`config.mk`:
```
export PLATFORM = sky130hd
export DESIGN_NAME = erpo_top
export DESIGN_NICKNAME = d
export VERILOG_FILES = /design/src/pkg/erpo_pkg.sv /design/src/logic/erpo_top.sv
export SDC_FILE = /design/constraint.sdc
export NUM_CORES = 1
export LEC_CHECK = 0
export BUFFER_PORTS_ARGS = -buffer_cell sky130_fd_sc_hd__buf_2
export CORE_UTILIZATION = 56
export DETAILED_ROUTE_END_ITERATION = 6
export GPL_ROUTABILITY_DRIVEN = 0
export PLACE_DENSITY = 0.85
export SETUP_SLACK_MARGIN = 0.02
export SYNTH_ARGS = -nofsm -noshare
export SYNTH_HDL_FRONTEND = slang
export SYNTH_SLANG_ARGS = --single-unit
```
`constraint.sdc`:
```
create_clock -name clk -period 4.45 [get_ports clk]
set_clock_uncertainty 0.15 [all_clocks]
set_input_delay 0.2225 -clock clk [delete_from_list [all_inputs] [get_ports clk]]
set_output_delay 0.2225 -clock clk [all_outputs]
set_load 0.02 [all_outputs]
```
`src/pkg/erpo_pkg.sv`:
```
// constants and carrier types of the receive payload output and interrupt block
package erpo_pkg;

  // ==========================================================================
  // register map: printed offsets are indices, byte address is four times
  localparam int IDX_BLOCK_IRQ_EN = 8'h04;
  localparam int IDX_RX_CFG_STAT2 = 8'h11;
  localparam int IDX_RX_IRQ_EN1 = 8'h12;
  localparam int IDX_RX_IRQ_EN2 = 8'h13;
  localparam int IDX_RX_IRQ_STAT1 = 8'h14;
  localparam int IDX_RX_IRQ_STAT2 = 8'h15;
  localparam logic [7:0] ADDR_BLOCK_IRQ_EN = 8'(4 * IDX_BLOCK_IRQ_EN);
  localparam logic [7:0] ADDR_RX_CFG_STAT2 = 8'(4 * IDX_RX_CFG_STAT2);
  localparam logic [7:0] ADDR_RX_IRQ_EN1 = 8'(4 * IDX_RX_IRQ_EN1);
  localparam logic [7:0] ADDR_RX_IRQ_EN2 = 8'(4 * IDX_RX_IRQ_EN2);
  localparam logic [7:0] ADDR_RX_IRQ_STAT1 = 8'(4 * IDX_RX_IRQ_STAT1);
  localparam logic [7:0] ADDR_RX_IRQ_STAT2 = 8'(4 * IDX_RX_IRQ_STAT2);

  // ==========================================================================
  // field positions
  localparam int BIT_RX_BLOCK_EN = 7;
  localparam int BIT_TX_BLOCK_EN = 1;
  localparam int BIT_ONE_SEC_EN = 0;
  localparam int BIT_CFG_LOS = 4;
  localparam int BIT_LOS_SRC = 1;
  localparam int SRC_PER_REG = 5;
  localparam int NUM_SRC = 2 * SRC_PER_REG;

  // ==========================================================================
  // reset values
  localparam logic [7:0] RST_BLOCK_IRQ_EN = 8'h00;
  localparam logic [SRC_PER_REG-1:0] RST_IRQ_EN = 5'h00;
  localparam logic [NUM_SRC-1:0] RST_IRQ_STAT = 10'h000;

  // ==========================================================================
  // signal-loss detection counts
  localparam int LOS_ZERO_RUN = 32;
  localparam int LOS_GOOD_BITS = 32;
  localparam int LOS_BAD_RUN = 4;

  // ==========================================================================
  // payload timing
  localparam int CLK_PERIOD_PS = 4000;
  localparam int E3_BIT_PS = 29097;
  localparam int NIBBLES_PER_FRAME = 1060;
  localparam int SER_HIGH_CYC_I = (E3_BIT_PS / 2) / CLK_PERIOD_PS;
  localparam int NIB_HIGH_CYC_I = E3_BIT_PS / CLK_PERIOD_PS;
  localparam logic [3:0] SER_HIGH_CYC =
    4'((SER_HIGH_CYC_I < 1) ? 1 : SER_HIGH_CYC_I);
  localparam logic [3:0] NIB_HIGH_CYC =
    4'((NIB_HIGH_CYC_I < 1) ? 1 : NIB_HIGH_CYC_I);

  // ==========================================================================
  // carriers
  typedef struct packed {
    logic valid;
    logic data;
    logic overhead;
    logic frameStart;
  } erpo_rx_bit_type;

  typedef struct packed {
    logic receivePayloadClock;
    logic serialPayloadOut;
    logic [3:0] nibblePayloadBus;
    logic frameStartOut;
    logic overheadBitFlag;
  } erpo_payload_type;

  typedef struct packed {
    logic farEndBlockError;
    logic bip4Error;
    logic framingError;
    logic lapdMessage;
    logic farEndFailureChange;
    logic framingAlignmentChange;
    logic outOfFrameChange;
    logic frameLossChange;
    logic alarmIndicationChange;
  } erpo_events_type;

endpackage

```
`src/logic/erpo_top.sv`:
```
// receive payload output interface, signal-loss detector and rx interrupts
//
// Local design decision: the APB interface to the registers.
`timescale 1ns/1ps
module erpo_top (
  input wire logic clk,
  input wire logic rst_n,
  input wire logic psel,
  input wire logic penable,
  input wire logic pwrite,
  input wire logic [7:0] paddr,
  input wire logic [31:0] pwdata,
  output logic [31:0] prdata,
  output logic pready,
  output logic pslverr,
  input wire logic lineClock,
  input wire logic linePositiveInput,
  input wire logic lineNegativeInput,
  input wire logic lineInterfaceLossInput,
  input wire logic nibbleModeSelect,
  input wire erpo_pkg::erpo_rx_bit_type rxBit,
  input wire erpo_pkg::erpo_events_type framerEvents,
  output erpo_pkg::erpo_payload_type payloadOut,
  output logic signalLossCondition,
  output logic irq_n
);
  import erpo_pkg::*;

  // ==========================================================================
  // reset release and pin synchronisers
  logic [1:0] rstSync;
  logic rstN;
  logic [1:0] syncLineClk, syncPos, syncNeg, syncLoss, syncMode;
  logic lineClkDly, lossDly;

  always_ff @(posedge clk or negedge rst_n) begin
    if (!rst_n) begin
      rstSync <= 2'b00;
    end else begin
      rstSync <= {rstSync[0], 1'b1};
    end
  end
  assign rstN = rstSync[1];

  always_ff @(posedge clk or negedge rstN) begin
    if (!rstN) begin
      syncLineClk <= 2'b00;
      syncPos <= 2'b00;
      syncNeg <= 2'b00;
      syncLoss <= 2'b00;
      syncMode <= 2'b00;
      lineClkDly <= 1'b0;
      lossDly <= 1'b0;
    end else begin
      syncLineClk <= {syncLineClk[0], lineClock};
      syncPos <= {syncPos[0], linePositiveInput};
      syncNeg <= {syncNeg[0], lineNegativeInput};
      syncLoss <= {syncLoss[0], lineInterfaceLossInput};
      syncMode <= {syncMode[0], nibbleModeSelect};
      lineClkDly <= syncLineClk[1];
      lossDly <= syncLoss[1];
    end
  end

  // ==========================================================================
  // signal-loss detector
  logic lineEdge, lineZero, lossRise, lossFall;
  logic [5:0] zeroRun, next_zeroRun;
  logic [5:0] goodCnt, next_goodCnt;
  logic losCond, next_losCond;

  assign lineEdge = syncLineClk[1] & ~lineClkDly;
  assign lineZero = ~syncPos[1] & ~syncNeg[1];
  assign lossRise = syncLoss[1] & ~lossDly;
  assign lossFall = ~syncLoss[1] & lossDly;

  always_comb begin
    next_zeroRun = zeroRun;
    next_goodCnt = goodCnt;
    next_losCond = losCond;
    if (lineEdge) begin
      if (lineZero) begin
        if (zeroRun < 6'(LOS_ZERO_RUN)) begin
          next_zeroRun = zeroRun + 6'd1;
        end
      end else begin
        next_zeroRun = 6'd0;
      end
      if (lineZero && zeroRun >= 6'(LOS_BAD_RUN - 1)) begin
        next_goodCnt = 6'd0;
      end else if (goodCnt < 6'(LOS_GOOD_BITS)) begin
        next_goodCnt = goodCnt + 6'd1;
      end
    end
    if (lossRise || next_zeroRun == 6'(LOS_ZERO_RUN)) begin
      next_losCond = 1'b1;
    end else if (lossFall) begin
      next_losCond = 1'b0;
    end else if (!syncLoss[1] && next_goodCnt == 6'(LOS_GOOD_BITS)) begin
      next_losCond = 1'b0;
    end
  end

  always_ff @(posedge clk or negedge rstN) begin
    if (!rstN) begin
      zeroRun <= 6'd0;
      goodCnt <= 6'd0;
      losCond <= 1'b0;
    end else begin
      zeroRun <= next_zeroRun;
      goodCnt <= next_goodCnt;
      losCond <= next_losCond;
    end
  end
  assign signalLossCondition = losCond;

  // ==========================================================================
  // payload output interface
  erpo_payload_type pay, next_pay;
  logic [3:0] highCnt, next_highCnt;
  logic [1:0] nibCnt, next_nibCnt;
  logic [2:0] nibAcc, next_nibAcc;
  logic frmPend, next_frmPend;
  logic nibMode;

  assign nibMode = syncMode[1];

  always_comb begin
    next_pay = pay;
    next_highCnt = highCnt;
    next_nibCnt = nibCnt;
    next_nibAcc = nibAcc;
    next_frmPend = frmPend;
    if (highCnt != 4'd0) begin
      next_highCnt = highCnt - 4'd1;
    end
    if (!nibMode) begin
      next_nibCnt = 2'd0;
      next_frmPend = 1'b0;
      if (rxBit.valid) begin
        next_pay.serialPayloadOut = rxBit.data;
        next_pay.frameStartOut = rxBit.frameStart;
        next_pay.overheadBitFlag = rxBit.overhead;
        next_highCnt = SER_HIGH_CYC;
      end
    end else begin
      next_pay.overheadBitFlag = 1'b0;
      next_pay.serialPayloadOut = 1'b0;
      if (rxBit.valid) begin
        if (rxBit.frameStart) begin
          next_frmPend = 1'b1;
          next_nibCnt = 2'd0;
        end
        if (!rxBit.overhead) begin
          // 4240 payload bits per frame give 1060 strobes
          if (next_nibCnt == 2'd3) begin
            next_pay.nibblePayloadBus = {nibAcc, rxBit.data};
            next_pay.frameStartOut =
              next_frmPend | rxBit.frameStart;
            next_frmPend = 1'b0;
            next_highCnt = NIB_HIGH_CYC;
            next_nibCnt = 2'd0;
          end else begin
            next_nibAcc = {next_nibAcc[1:0], rxBit.data};
            next_nibCnt = next_nibCnt + 2'd1;
          end
        end
      end
    end
    // clock rises with each data update, falls after the high time
    next_pay.receivePayloadClock = (next_highCnt != 4'd0);
  end

  always_ff @(posedge clk or negedge rstN) begin
    if (!rstN) begin
      pay <= '0;
      highCnt <= 4'd0;
      nibCnt <= 2'd0;
      nibAcc <= 3'd0;
      frmPend <= 1'b0;
    end else begin
      pay <= next_pay;
      highCnt <= next_highCnt;
      nibCnt <= next_nibCnt;
      nibAcc <= next_nibAcc;
      frmPend <= next_frmPend;
    end
  end
  assign payloadOut = pay;

  // ==========================================================================
  // interrupt sources, enables and read-to-clear status
  logic [7:0] blockEn, next_blockEn;
  logic [SRC_PER_REG-1:0] en1, next_en1, en2, next_en2;
  logic [NUM_SRC-1:0] stat, next_stat, srcEvt, clrMask, srcEn;
  logic losChange;
  logic irqReq, next_irqReq;

  assign losChange = next_losCond ^ losCond;
  assign srcEvt = {framerEvents.lapdMessage, framerEvents.framingError,
                   framerEvents.bip4Error, framerEvents.farEndBlockError,
                   framerEvents.farEndFailureChange,
                   framerEvents.framingAlignmentChange,
                   framerEvents.outOfFrameChange,
                   framerEvents.frameLossChange, losChange,
                   framerEvents.alarmIndicationChange};
  assign srcEn = {en2, en1};

  // ==========================================================================
  // apb slave, zero wait states
  logic setup, access, wrAcc, rdSetup, mapped;
  logic [31:0] next_prdata;

  assign setup = psel & ~penable;
  assign access = psel & penable;
  assign wrAcc = access & pwrite;
  assign rdSetup = setup & ~pwrite;
  assign mapped = (paddr == ADDR_BLOCK_IRQ_EN) ||
                  (paddr == ADDR_RX_CFG_STAT2) ||
                  (paddr == ADDR_RX_IRQ_EN1) ||
                  (paddr == ADDR_RX_IRQ_EN2) ||
                  (paddr == ADDR_RX_IRQ_STAT1) ||
                  (paddr == ADDR_RX_IRQ_STAT2);
  assign pready = 1'b1;
  assign pslverr = access & ~mapped;

  always_comb begin
    next_prdata = prdata;
    clrMask = '0;
    if (rdSetup) begin
      next_prdata = 32'h0000_0000;
      unique case (paddr)
        ADDR_BLOCK_IRQ_EN: next_prdata[7:0] = blockEn;
        ADDR_RX_CFG_STAT2: next_prdata[BIT_CFG_LOS] = losCond;
        ADDR_RX_IRQ_EN1: next_prdata[SRC_PER_REG-1:0] = en1;
        ADDR_RX_IRQ_EN2: next_prdata[SRC_PER_REG-1:0] = en2;
        ADDR_RX_IRQ_STAT1:
          next_prdata[SRC_PER_REG-1:0] = stat[SRC_PER_REG-1:0];
        ADDR_RX_IRQ_STAT2:
          next_prdata[SRC_PER_REG-1:0] = stat[NUM_SRC-1:SRC_PER_REG];
        default: next_prdata = 32'h0000_0000;
      endcase
    end
    if (access && !pwrite && paddr == ADDR_RX_IRQ_STAT1) begin
      clrMask[SRC_PER_REG-1:0] = prdata[SRC_PER_REG-1:0];
    end
    if (access && !pwrite && paddr == ADDR_RX_IRQ_STAT2) begin
      clrMask[NUM_SRC-1:SRC_PER_REG] = prdata[SRC_PER_REG-1:0];
    end
  end

  always_comb begin
    next_blockEn = blockEn;
    next_en1 = en1;
    next_en2 = en2;
    if (wrAcc && paddr == ADDR_BLOCK_IRQ_EN) begin
      next_blockEn = 8'h00;
      next_blockEn[BIT_RX_BLOCK_EN] = pwdata[BIT_RX_BLOCK_EN];
      next_blockEn[BIT_TX_BLOCK_EN] = pwdata[BIT_TX_BLOCK_EN];
      next_blockEn[BIT_ONE_SEC_EN] = pwdata[BIT_ONE_SEC_EN];
    end
    if (wrAcc && paddr == ADDR_RX_IRQ_EN1) begin
      next_en1 = pwdata[SRC_PER_REG-1:0];
    end
    if (wrAcc && paddr == ADDR_RX_IRQ_EN2) begin
      next_en2 = pwdata[SRC_PER_REG-1:0];
    end
    // only reported bits clear; a fresh event in the same cycle wins
    next_stat = (stat & ~clrMask) | (srcEvt & srcEn);
    next_irqReq = blockEn[BIT_RX_BLOCK_EN] & |(stat & srcEn);
  end

  always_ff @(posedge clk or negedge rstN) begin
    if (!rstN) begin
      blockEn <= RST_BLOCK_IRQ_EN;
      en1 <= RST_IRQ_EN;
      en2 <= RST_IRQ_EN;
      stat <= RST_IRQ_STAT;
      irqReq <= 1'b0;
      prdata <= 32'h0000_0000;
    end else begin
      blockEn <= next_blockEn;
      en1 <= next_en1;
      en2 <= next_en2;
      stat <= next_stat;
      irqReq <= next_irqReq;
      prdata <= next_prdata;
    end
  end
  assign irq_n = ~irqReq;

endmodule

```
======== Word level (Yosys, flattened, before mapping) ========
Cells that the tools add are included.
word-level totals
  input bits .............................. 63
  latch bits .............................. 0
  memory bits (writable) .................. 0
  bits in registers ....................... 77
  memories ................................ 0
  memory bits (read-only) ................. 0
operators by class
  reduce and logical (&&, ||, !) cells .... 23
  shift-type cells ........................ 0
  eq/ne operators ......................... 12
  $lt $le $gt $ge ......................... 3
  multiplexer cells ....................... 41
  multipliers ............................. 0
  bitwise gates (word level) .............. 28
  divide/modulo/power cells ............... 0
  $add $sub $neg .......................... 4
operator list
  operator                                                                number
  8-bit by 7-bit == test with 1-bit output (second input constant)        5
  6-bit two-way mux                                                       6
  10-bit bitwise AND                                                      3
  4-bit two-way mux                                                       6
  4-bit one-hot mux with 5 select lines                                   1
  2-bit two-way mux                                                       9
  1-bit two-way mux                                                       15
  6-bit by 1-bit adder with 6-bit output (second input constant)          2
  6-bit == test (second input constant)                                   2
  6-bit less-than comparator (second input constant)                      2
  1-bit NOT                                                               11
  1-bit bitwise AND                                                       10
  5-bit two-way mux                                                       2
  10-bit NOT                                                              1
  10-bit bitwise OR                                                       1
  10-bit OR reduction                                                     1
  8-bit by 5-bit == test with 1-bit output (second input constant)        1
  1-bit logical AND                                                       8
  4-bit AND reduction                                                     2
  4-bit nonzero test                                                      2
  6-bit by 2-bit >= comparator with 1-bit output (second input constant)  1
  1-bit logical OR                                                        6
  1-bit one-hot mux with 5 select lines                                   1
  2-bit != test (second input constant)                                   2
  10 further kinds                                                        11

======== Longest topological paths before layout ========
Gate-level depths: netlist of run 1.
  depth after elaboration ................. 13
  gate-level depth with buffers ........... 7
  depth with buffers taken out ............ 7

======== Worst setup path before layout of run 1 ========
Ideal clock, no wire load.
  path kind ............................... input -> register
  start point ............................. in paddr[1]
  end point ............................... reg stat[6]
  slack ................................... 2.112 ns
  buffers on the path ..................... 1
  arrival time ............................ 2.067 ns
  stages .................................. 7
  cell sequence ........................... or4_4 or3b_4 or2_1 buf_6 nor4b_4 nand2_1 a22o_1
between the ends
  word-level cells in the longest chain between the ends .. 6
RTL lines
  item                                      line             source
  start: declaration                        erpo_top.sv:11   input wire logic [7:0] paddr,
  8-bit by 7-bit == test with 1-bit output  erpo_top.sv:247  if (access && !pwrite && paddr == ADDR_RX_IRQ_STAT2) begin
  1-bit logical AND                         erpo_top.sv:247
  5-bit two-way mux                         erpo_top.sv:247
  10-bit NOT                                erpo_top.sv:269  next_stat = (stat & ~clrMask) | (srcEvt & srcEn);
  10-bit bitwise AND                        erpo_top.sv:269
  10-bit bitwise OR                         erpo_top.sv:269
  named net next_stat[6]                    erpo_top.sv:195  logic [NUM_SRC-1:0] stat, next_stat, srcEvt, clrMask, srcEn;
  end signal: assignment                    erpo_top.sv:285  stat <= next_stat;
  end: declaration                          erpo_top.sv:195
The timed path passes the listed nets, and every way through them passes these cells.
A chain may end at the register's enable or synchronous reset.

======== Final worst setup path of run 1 ========
  start point ............................. reg syncNeg[1]
  end point ............................... reg losCond (netlist: signalLossCondition)
between the ends
  word-level cells in the longest chain between the ends .. 10
RTL lines
  item                      line             source
  start: declaration        erpo_top.sv:33   logic [1:0] syncLineClk, syncPos, syncNeg, syncLoss, syncMode;
  start signal: assignment  erpo_top.sv:57   syncNeg <= {syncNeg[0], lineNegativeInput};
  1-bit NOT *               erpo_top.sv:73   assign lineZero = ~syncPos[1] & ~syncNeg[1];
  1-bit bitwise AND *       erpo_top.sv:73
  1-bit logical AND         erpo_top.sv:89   if (lineZero && zeroRun >= 6'(LOS_BAD_RUN - 1)) begin
  6-bit two-way mux         erpo_top.sv:89
  6-bit two-way mux         erpo_top.sv:81   if (lineEdge) begin
  6-bit == test             erpo_top.sv:99   end else if (!syncLoss[1] && next_goodCnt == 6'(LOS_GOOD_BITS)) begin
  1-bit logical AND         erpo_top.sv:99
  1-bit two-way mux         erpo_top.sv:99
  1-bit two-way mux         erpo_top.sv:97   end else if (lossFall) begin
  1-bit two-way mux *       erpo_top.sv:95   if (lossRise || next_zeroRun == 6'(LOS_ZERO_RUN)) begin
  named net next_losCond    erpo_top.sv:70   logic losCond, next_losCond;
  end signal: assignment    erpo_top.sv:112  losCond <= next_losCond;
  end: declaration          erpo_top.sv:70
Mark *: on every way through the listed nets, which the timed path passes. The rest lies on a longest branch.

==> out/qor.yml, run 1 <==
setup_path:
  regToRegSetupSlack_ns: 1.89
  regToRegStartpoint: "syncNeg[1]$_DFF_PN0_"
  critPathArrivalTime_ns: 2.66
  crit_slowest_cell: "or4b_2"
  data_required_time_of_the_worst_path_ns: 4.55
  critPathLaunchType: "register"
  worst-path-max-fanout: 4
  cell_chain_critical_path: "or4b_2, a21oi_1, o221ai_1, o41ai_1, o21ai_0, a21o_1"
  critical_path.reg2reg.endpoint: "signalLossCondition$_DFF_PN0_"
  timing_worst_setup_path_type: "reg2reg"
  reg2regPathDepth: 6
  setup.worst_path.start: "syncNeg[1]$_DFF_PN0_"
  crit_path_end_kind: "register"
  max_stage_delay_ns: 0.73
floorplanning:
  placement_rows: 29
  fp.dieH_um: 82.9
  starting_density_of_the_core_pct: 57.7
  coreArea_um2: 6350
  fp.dieArea_um2: 6870
  ios: 107
  die-width_um: 82.9
layout:
  fin_area_um2: 4330
  drive_gt1_share_pct: 23.2
  n_antenna_cell: 0
  layout_common_cells: "dfrtp_1, buf_2, nand2_1"
  most_common_cell_after_layout_fill_and_taps_aside: "dfrtp_1"
  layout-area-overhead-vs-synth_pct: 18.3
  fillers: 468
  final_nets: 486
yosys:
  synth-seq-area-share_pct: 51.2
  post_synth.cell_area_avg_um2: 10.9
  number_of_enable_type_register_cells_in_the_synthesized_netlist: 0
  post_synthesis_cell_type_count: 53
  postSynth.asyncResetShare_pct: 100
  ys_warn_count: 0
  synth_area_um2: 3660
  synth-seq-cells: 75
  yosys_most_used_dff: "dfrtp_1"
  synthCells: 337
clocking:
  cts_sinks: 75
  cts_inserted_buffers: 9
  ctsLongestPathBuffers: 2
  post_cts_resize_count: 0
  clock-root-buffer: "clkbuf_8"
  post-cts-setup-buffer-count: 0
  cts_htree_levels: 3
  worst_skew_pair.late_latency_ns: 0.37
  cts_tree: "built"
  ctsHoldBuffers: 25
  cts.clk_slew.worst_paths_ns: 0.08
run:
  total_of_max_cap_violations: 0
worst_hold_path:
  min_to: "payloadOut[1]$_DFFE_PN0P_"
  hold_crit_start: "rxBit[0]"
  whs_path_depth: 3
  hold_path.class: "in2reg"
sta:
  finalSetupTns_ns: 0
  worst_slew_pin_slew_ns: 0.905
  postLayoutSetupSlackWorst_ns: 1.89
  finalCritPeriodShare_pct: 57.5
  finalMaxSlewViolations: 0
  post-route-min-period_ns: 2.56
  maxClockFrequency_mhz: 391
  final_hold_viol_count: 0
  setup_viol_count_final: 0
  slew_headroom_pct: 39.2
  grt_setup_unrepaired: "false"
global_routing:
  grt_pass1_wl_um: 12600
  grt_antenna_before_repair: 0
  grt.total_usage_pct: 23.3
  grt-ovfl-total: 0
  grt_max_degree: 74
  grt_pass1_vias: 2695
placed_design:
  numPortBuffers: 53
  dp_worst_setup_slack_ns: 1.64
  dpl-instance-area_um2: 3900
  post-dp-hpwl_um: 4950
detailed_routing:
  wirelength_um: 7620
  postRouteAntennaNets: 0
  dr.first_iter.drc_count: 130
  post-route-drc-count: 0
  viasPerCell: 5.56
  wl_cell_um: 15.2
  first_pass_iters: 4
  detailroute.via_count: 2781
power:
  irDropWorstVdd_v: 0.000282
  power.static_leakage_nw: 2.06
  p_per_area_nw_per_um2: 388
run_status:
  outcome: "finished, final reports clean"
stage by stage:
stage	total power, mW	std cells	util (%)	hold slack, ns
after CTS	1.70	500	68.3	0.0370
after global placement	1.15	459	61.4	-0.141
after global routing	1.77	500	68.3	0.0544
after floorplan	1.09	363	-	-0.223
after detailed placement	1.17	459	61.4	-0.141
final	1.68	500	68.3	0.0568
flip-flops by register name, summed over array words and instances, names as in the netlist:
| signal | count |
|---|---|
| highCnt | 4 |
| rstSync | 2 |
| en1 | 5 |
| blockEn | 3 |
| irqReq | 1 |
| syncNeg | 2 |
| syncLoss | 2 |
| frmPend | 1 |
| prdata | 6 |
| nibAcc | 3 |
| stat | 10 |
| zeroRun | 6 |
| lineClkDly | 1 |
| syncPos | 2 |
| payloadOut | 8 |
| en2 | 5 |
| syncMode | 2 |
| goodCnt | 6 |
| syncLineClk | 2 |
| lossDly | 1 |
| signalLossCondition | 1 |
| nibCnt | 2 |
critical path: cells and delay by family (launching register included):
family | cells | cell delay [ns]
and+or+nand+nor | 1 | 0.73
AOI/OAI and AO/OA | 5 | 1.17
DFF | 1 | 0.41
power breakdown:
| group | total (mW) | internal (mW) | switching (mW) |
|---|---|---|---|
| Sequential | 0.851 | 0.767 | 0.0837 |
| Combinational | 0.325 | 0.148 | 0.177 |
| Clock | 0.504 | 0.216 | 0.289 |
| Total | 1.68 | 1.13 | 0.550 |
kinds of logic after synthesis:
family,after synthesis,share of synthesized area [%]
xor+xnor,5,1.20
flops,75,51.2
compound gates,66,12.6
buf+inv,48,7.89
mux,35,10.3
other cells,2,0.205
simple gates,101,15.0
fa+ha+maj,5,1.71
layout make-up:
class | count | area [um2] | share of cell area (%)
clock buffers | 9 | 124 | 2.86
clock inverters | 7 | 63.8 | 1.47
inverters | 12 | 45.0 | 1.04
multi-input cells | 240 | 1600 | 36.8
flip-flops and latches | 75 | 1880 | 43.3
well taps | 77 | 96.3 | 2.22
repair buffers | 80 | 531 | 12.2
synth_stat cells (2+ instances only):
cell type	instances	share of area, %
mux2i_1	14	3.8
mux2_2	21	6.5
nor4_1	2	0.34
nand2_1	30	3.1
a221oi_1	2	0.48
o21ai_0	11	1.5
ha_1	5	1.7
a32o_1	2	0.55
nand2b_1	7	1.2
nor3b_1	4	0.82
inv_1	12	1.2
nand3_1	6	0.82
dfrtp_1	75	51
nor2_1	21	2.2
a21oi_1	15	2.0
o22ai_1	3	0.51
nor3_1	10	1.4
or4_1	2	0.41
conb_1	2	0.20
a21o_1	3	0.61
o21a_1	3	0.61
a22o_1	11	2.6
nor2b_1	3	0.51
buf_4	27	5.5
a22oi_1	3	0.61
and3_1	3	0.51
clkbuf_1	7	0.72
o41ai_1	2	0.48
o221ai_1	3	0.72
xor2_1	2	0.48
o31ai_1	2	0.41
xnor2_1	3	0.72
layer usage:
layer  vias to the layer above  part of all wire [%]  wire [um]  track usage, %
met3                        23                   5.1        392            6.76
met1                      1346                    43       3300            28.5
li1                       1311                     -          -               -
met2                       101                    49       3750            37.9
met5                         -                     0          0               0
met4                         0                   2.4        182            11.1
worst max path at each step:
stage                                    end  cells after the start
3_5_place_dp              en1[0]$_DFFE_PN0P_                      6
6_report       signalLossCondition$_DFF_PN0_                      6
4_1_cts        signalLossCondition$_DFF_PN0_                      6
5_1_grt        signalLossCondition$_DFF_PN0_                      6
3_3_place_gp              en1[0]$_DFFE_PN0P_                      6
2_1_floorplan         blockEn[0]$_DFFE_PN0P_                      0
No activity file was read; power rests on OpenSTA's default activity.
==> run 2: changes to the inputs <==
ABC_AREA = 1   (was default)
CORE_UTILIZATION = 52   (was 56)
PLACE_DENSITY = 0.8   (was 0.85)
clock period = 2.5 ns   (was 4.45 ns; I/O delays follow)
==> run 2 against run 1 <==
  * Sequential share of layout area down 1.9 points
  * Combinational power up 85%
  * Non-clock buffer count grew 4
  * First-iteration DRC count rose by 47%
  * Global-route usage up 1.5 points
  * Sequential cell count is the same
  * Worst setup slack got worse by 1.5 ns
  * Final cell count increased by 26%
  * Area after synthesis is 2.0% higher
  * Largest cell class unchanged
  * Largest power group unchanged
==> out/qor.yml, run 2 <==
floorplanning:
  fp.dieH_um: 86.8
  ios: 107
  die-width_um: 86.8
  starting_density_of_the_core_pct: 54.4
  coreArea_um2: 6870
  placement_rows: 30
  fp.dieArea_um2: 7530
yosys:
  synth_most_common_cell: "nand2_1"
  synth_top_area_share_pct: 50.2
  post_synthesis_cell_type_count: 35
  postSynth.asyncResetShare_pct: 100
  synth_area_um2: 3740
  post_synth.cell_area_avg_um2: 8.57
  ys_warn_count: 0
  synthCells: 436
  synth_commonest_cells: "nand2_1, dfrtp_1, inv_1"
  yosys_most_used_dff: "dfrtp_1"
  synth.largest_area_cell: "dfrtp_1"
  synth-seq-area-share_pct: 50.2
  synth-seq-cells: 75
  number_of_enable_type_register_cells_in_the_synthesized_netlist: 0
  netlist_top_cells_area: "dfrtp_1, nand2_1, inv_1, buf_4, o21ai_0"
global_routing:
  grt_busiest_layer: "met2"
  met2_usage_pct: 41.1
  grt_antenna_before_repair: 0
  grt_max_degree: 40
  grt_pass1_vias: 3183
  grtUsageMet3_pct: 3.81
  groute.layer.met1.usage_pct: 31.2
  grt.total_usage_pct: 24.8
  grt_pass1_wl_um: 14200
  grt-ovfl-total: 0
power:
  sw_frac_of_total_pct: 31.1
  sequentialPowerShare_pct: 48.8
  switching_component_of_the_power_uw: 933
  combPwrFrac_pct: 20.0
  power.static_leakage_nw: 2.34
  p_per_area_nw_per_um2: 662
  clockPowerShare_pct: 31.2
  cellInternalPower_mw: 2.07
  irDropWorstVdd_v: 0.000414
run:
  total_of_max_cap_violations: 0
detailed_routing:
  first_pass_iters: 4
  dr.first_iter.drc_count: 191
  detailroute.via_count: 3165
  wirelength_um: 8220
  post-route-drc-count: 0
  wl_cell_um: 13.0
  postRouteAntennaNets: 0
  viasPerCell: 5.02
layout:
  drive_gt1_share_pct: 19.1
  fillers: 560
  n_antenna_cell: 0
  layout-area-overhead-vs-synth_pct: 21.4
  most_common_cell_after_layout_fill_and_taps_aside: "nand2_1"
  fin_area_um2: 4540
  layout_common_cells: "nand2_1, dfrtp_1, inv_1"
  biggest_register: "stat"
  final_nets: 598
  largest_register_ffs: 10
sta:
  final_hold_viol_count: 0
  finalSetupTns_ns: 0
  finalMaxSlewViolations: 0
  grt_setup_unrepaired: "false"
  finalCritPeriodShare_pct: 84.6
  post-route-min-period_ns: 2.11
  setup_viol_count_final: 0
  maxClockFrequency_mhz: 473
placed_design:
  numPortBuffers: 53
  dpl-instance-area_um2: 4050
  post-dp-hpwl_um: 5740
clocking:
  clock-root-buffer: "clkbuf_8"
  cts_tree: "built"
  cts_htree_levels: 3
  worst_skew_pair.late_latency_ns: 0.34
  post_cts_resize_count: 0
  post-cts-setup-buffer-count: 0
  ctsLongestPathBuffers: 2
  cts.clk_slew.worst_paths_ns: 0.08
  cts_inserted_buffers: 9
  ctsHoldBuffers: 28
  cts_sinks: 75
setup_path:
  cell_chain_critical_path: "dlygate4sd3_1, buf_2, inv_1, nor3_4, nand2_1, nand3_1, a2111oi_0, buf_2"
  crit_slowest_cell: "dlygate4sd3_1"
  timing_worst_setup_path_type: "in2out"
  critPathLaunchType: "primary input"
  worst-path-max-fanout: 10
  data_required_time_of_the_worst_path_ns: 2.23
  critical_path.reg2reg.endpoint: "payloadOut[7]$_DFF_PN0_"
  crit_path_end_kind: "output port"
  regToRegStartpoint: "nibCnt[0]$_DFFE_PN0P_"
  reg2regPathDepth: 8
  critPathArrivalTime_ns: 1.84
  crit_top_cell: "buf_2"
  regToRegSetupSlack_ns: 0.53
  max_stage_delay_ns: 0.54
run_status:
  outcome: "finished, final reports clean"
worst_hold_path:
  hold_path.class: "reg2async"
run 2: kinds of logic after synthesis:
logic type               count (synthesis)  share of synthesized area, %
AO/OA/AOI/OAI                           74                          11.2
XOR/XNOR                                 5                          1.17
adder cells (fa/ha/maj)                  5                          1.67
buffers and inverters                   96                          12.4
flip-flops                              75                          50.2
multiplexers                             1                         0.301
other                                    2                         0.201
AND/OR/NAND/NOR                        178                          22.9
run 2: layout make-up:
| cell class | count | area [um2] | share of cell area [%] |
|---|---|---|---|
| Multi-Input combinational cell | 291 | 1500 | 33.0 |
| Clock buffer | 10 | 138 | 3.03 |
| Tap cell | 96 | 120 | 2.65 |
| Sequential cell | 75 | 1880 | 41.4 |
| Inverter | 69 | 259 | 5.71 |
| Timing Repair Buffer | 84 | 581 | 12.8 |
| Clock inverter | 6 | 63.8 | 1.41 |
run 2: critical path: cells and delay by family:
kind / cells / cell delay [ns]
buf+inv: 4 / 0.94
simple gates: 3 / 0.71
compound gates: 1 / 0.06
run 2: worst max path at each step:
stage / slack [ns] / start / endpoint / cells after the start
detailed placement: 0.57 / nibCnt[0]$_DFFE_PN0P_ / payloadOut[7]$_DFF_PN0_ / 8
CTS: 0.41 / paddr[6] / pslverr / 8
global placement: 0.58 / nibCnt[0]$_DFFE_PN0P_ / payloadOut[7]$_DFF_PN0_ / 8
floorplan: 0.11 / rstSync[1]$_DFF_PN0_ / blockEn[0]$_DFFE_PN0P_ / 0
global route: 0.30 / paddr[6] / pslverr / 8
finish: 0.39 / paddr[6] / pslverr / 8
run 2: power groups by stage:
stage	Clock (mW)	Sequential [mW]	Combinational (mW)
after floorplan	0	1.49	0.412
after global placement	0	1.48	0.528
after detailed placement	0	1.49	0.560
after CTS	0.952	1.46	0.599
after global routing	1.01	1.49	0.686
final	0.936	1.47	0.602
run 2: metrics by stage:
stage	power [mW]	util, %	setup slack (ns)	hold slack (ns)	instances
final	3.00	66.0	0.386	0.0135	631
after global routing	3.19	66.0	0.301	0.0365	631
after CTS	3.02	66.0	0.412	0.0183	631
after detailed placement	2.05	59.0	0.568	-0.238	587
after global placement	2.01	59.0	0.582	-0.241	587
after floorplan	1.90	-	0.107	-0.321	462
run 2: per-layer routing:
| metal | vias to the layer above | share of wire [%] |
|---|---|---|
| li1 | 1547 | - |
| met5 | - | 0 |
| met3 | 33 | 3.2 |
| met4 | 0 | 3.6 |
| met2 | 99 | 51 |
| met1 | 1486 | 42 |
==> run 3: changes to the inputs <==
CORE_UTILIZATION = 47   (was 52)
PLACE_DENSITY = 0.76   (was 0.8)
clock period = 1.7 ns   (was 2.5 ns; I/O delays follow)
==> run 3 against run 2 <==
  * The flow now finishes with violations (DRC, setup timing)
  * Largest cell class unchanged
  * Highest routed layer unchanged
  * Final cell count is 6.8% higher
  * First-iteration DRC count is 15% higher
  * Core utilization is 1.4 points lower
  * Clock power is 28% higher
  * Sequential share of layout area is 3.7 points lower
  * Register-to-register slack worse by 0.73 ns
  * Sequential cell count stayed put
  * Critical endpoint is now payloadOut[7]$_DFF_PN0_
  * Power is 53% higher
  * Hold slack better by 0.019 ns
  * Via count is 5.4% higher
  * Combinational power is 110% higher
==> out/qor.yml, run 3 (same netlist as run 2, synthesis figures left out) <==
setup_path:
  worst-path-max-fanout: 4
  reg2regPathDepth: 8
  cell_chain_critical_path: "inv_2, nor2_4, ha_2, inv_2, nor2_4, o21ai_4, o211ai_1, or4_1"
  timing_worst_setup_path_type: "reg2reg"
  crit_family: "simple AND/OR/NAND/NOR gates"
  endpoint: "payloadOut[7]$_DFF_PN0_"
  regToRegSetupSlack_ns: -0.20
  regToRegStartpoint: "nibCnt[0]$_DFFE_PN0P_"
  crit_buf_inv: 2
  crit_slowest_cell: "or4_1"
  crit_path_end_kind: "register"
  critical_path.reg2reg.endpoint: "payloadOut[7]$_DFF_PN0_"
  cp.depth: 8
  max_stage_delay_ns: 0.48
  critPathLaunchType: "register"
  setup.worst_path.start: "nibCnt[0]$_DFFE_PN0P_"
  data_required_time_of_the_worst_path_ns: 1.76
  critPathArrivalTime_ns: 1.97
global_routing:
  grt_pass1_vias: 3227
  grt_pass1_wl_um: 14200
  grt_antenna_before_repair: 0
  grt_max_degree: 74
  grt.total_usage_pct: 21.7
  grt-ovfl-total: 0
detailed_routing:
  first_pass_iters: 7
  postRouteAntennaNets: 0
  detailroute.via_count: 3337
  wirelength_um: 8820
  detailroute.wirelength.met2_um: 4520
  viasPerCell: 4.95
  highest_metal_layer_used_by_the_detailed_router: "met4"
  wl_met1_um: 3720
  dr.first_iter.drc_count: 219
  post-route-drc-count: 1
  wl_cell_um: 13.1
  dr_wl_met3_um: 395
floorplanning:
  placement_rows: 32
  die-width_um: 91.2
  fp.dieH_um: 91.2
  starting_density_of_the_core_pct: 48.4
  ios: 107
  coreArea_um2: 7730
  fp.dieArea_um2: 8310
power:
  p_per_area_nw_per_um2: 923
  power.static_leakage_nw: 2.53
  irDropWorstVdd_v: 0.000582
worst_hold_path:
  whs_path_depth: 3
  hold_path.class: "in2reg"
layout:
  largest_register_ffs: 10
  biggest_register: "stat"
  final_nets: 635
  layout-area-overhead-vs-synth_pct: 33.5
  layout_common_cells: "nand2_1, dfrtp_1, inv_1"
  layout.core_utilization_pct: 64.6
  most_common_cell_after_layout_fill_and_taps_aside: "nand2_1"
  n_antenna_cell: 0
  drive_gt1_share_pct: 30.1
sta:
  finalSetupTns_ns: -0.424
  setup_viol_count_final: 5
  finalCritPeriodShare_pct: 112
  finalMaxSlewViolations: 0
  maxClockFrequency_mhz: 526
  grt_setup_unrepaired: "true"
  final_hold_viol_count: 0
  postLayoutSetupSlackWorst_ns: -0.202
  post-route-min-period_ns: 1.90
clocking:
  cts_htree_levels: 3
  cts.clk_slew.worst_paths_ns: 0.08
  cts_sinks: 75
  cts_inserted_buffers: 9
  ctsLongestPathBuffers: 2
  clock-root-buffer: "clkbuf_8"
  worst_skew_pair.late_latency_ns: 0.34
  cts_tree: "built"
run:
  total_of_max_cap_violations: 0
placed_design:
  numPortBuffers: 53
  post-dp-hpwl_um: 5610
run_status:
  outcome: "finished with violations"
  violations_in_the_final_reports: "DRC, setup timing"
run 3: what timing repair did:
item | 4_1_cts | 5_1_grt
endpoints found under the setup margin | 4 | 10
resized for setup | 26 | 27
buffers inserted | 14 | 9
pin swaps | 12 | 19
hold endpoints to repair | 39 | 0
hold buffers | 28 | 0
run 3: worst min path at each step:
stage	from	endpoint	slack [ns]
final	rxBit[1]	frmPend$_DFFE_PN0P_	0.03
after global routing	rxBit[1]	nibCnt[1]$_DFFE_PN0P_	0.08
after CTS	rxBit[1]	frmPend$_DFFE_PN0P_	-0.04
after detailed placement	rst_n	rstSync[0]$_DFF_PN0_	-0.28
after global placement	rst_n	rstSync[0]$_DFF_PN0_	-0.28
after floorplan	rst_n	rstSync[0]$_DFF_PN0_	-0.36
run 3: metal layers:
metal	global-route usage (%)	vias to the layer above
met5	0	-
met4	13.2	0
met3	3.94	20
met2	35.2	103
met1	26.8	1597
li1	-	1617
run 3: worst reg2reg max path: cells and delay by family (launching register included):
kind                     cells  cell delay (ns)
buffers and inverters        2             0.16
flip-flops                   1             0.39
AND/OR/NAND/NOR              3             0.59
adder cells (fa/ha/maj)      1             0.18
AO/OA/AOI/OAI                2             0.31
run 3: area by class of cell:
class	count	area, um2
clock inverters	6	42.5
flip-flops and latches	75	1880
inverters	69	259
well taps	102	128
repair buffers	121	900
multi-input cells	291	1650
fillers	620	2740
clock buffers	10	128
run 3: power breakdown:
group / internal [mW] / switching, mW
logic: 0.583 / 0.670
registers: 1.99 / 0.161
clock network: 0.530 / 0.672
total: 3.10 / 1.50
run 3: metrics by stage:
| step | instances | instance area, um2 | power (mW) | worst slack [ns] | hold WS (ns) |
|---|---|---|---|---|---|
| 3_5_place_dp | 611 | 4200 | 3.19 | -0.199 | -0.277 |
| 2_1_floorplan | 462 | 3840 | 2.80 | -0.0682 | -0.361 |
| 3_3_place_gp | 611 | 4200 | 3.14 | -0.102 | -0.278 |
| 6_report | 674 | 4990 | 4.61 | -0.202 | 0.0328 |
| 5_1_grt | 674 | 4990 | 4.88 | -0.274 | 0.0773 |
| 4_1_cts | 669 | 4840 | 4.54 | -0.177 | -0.0398 |
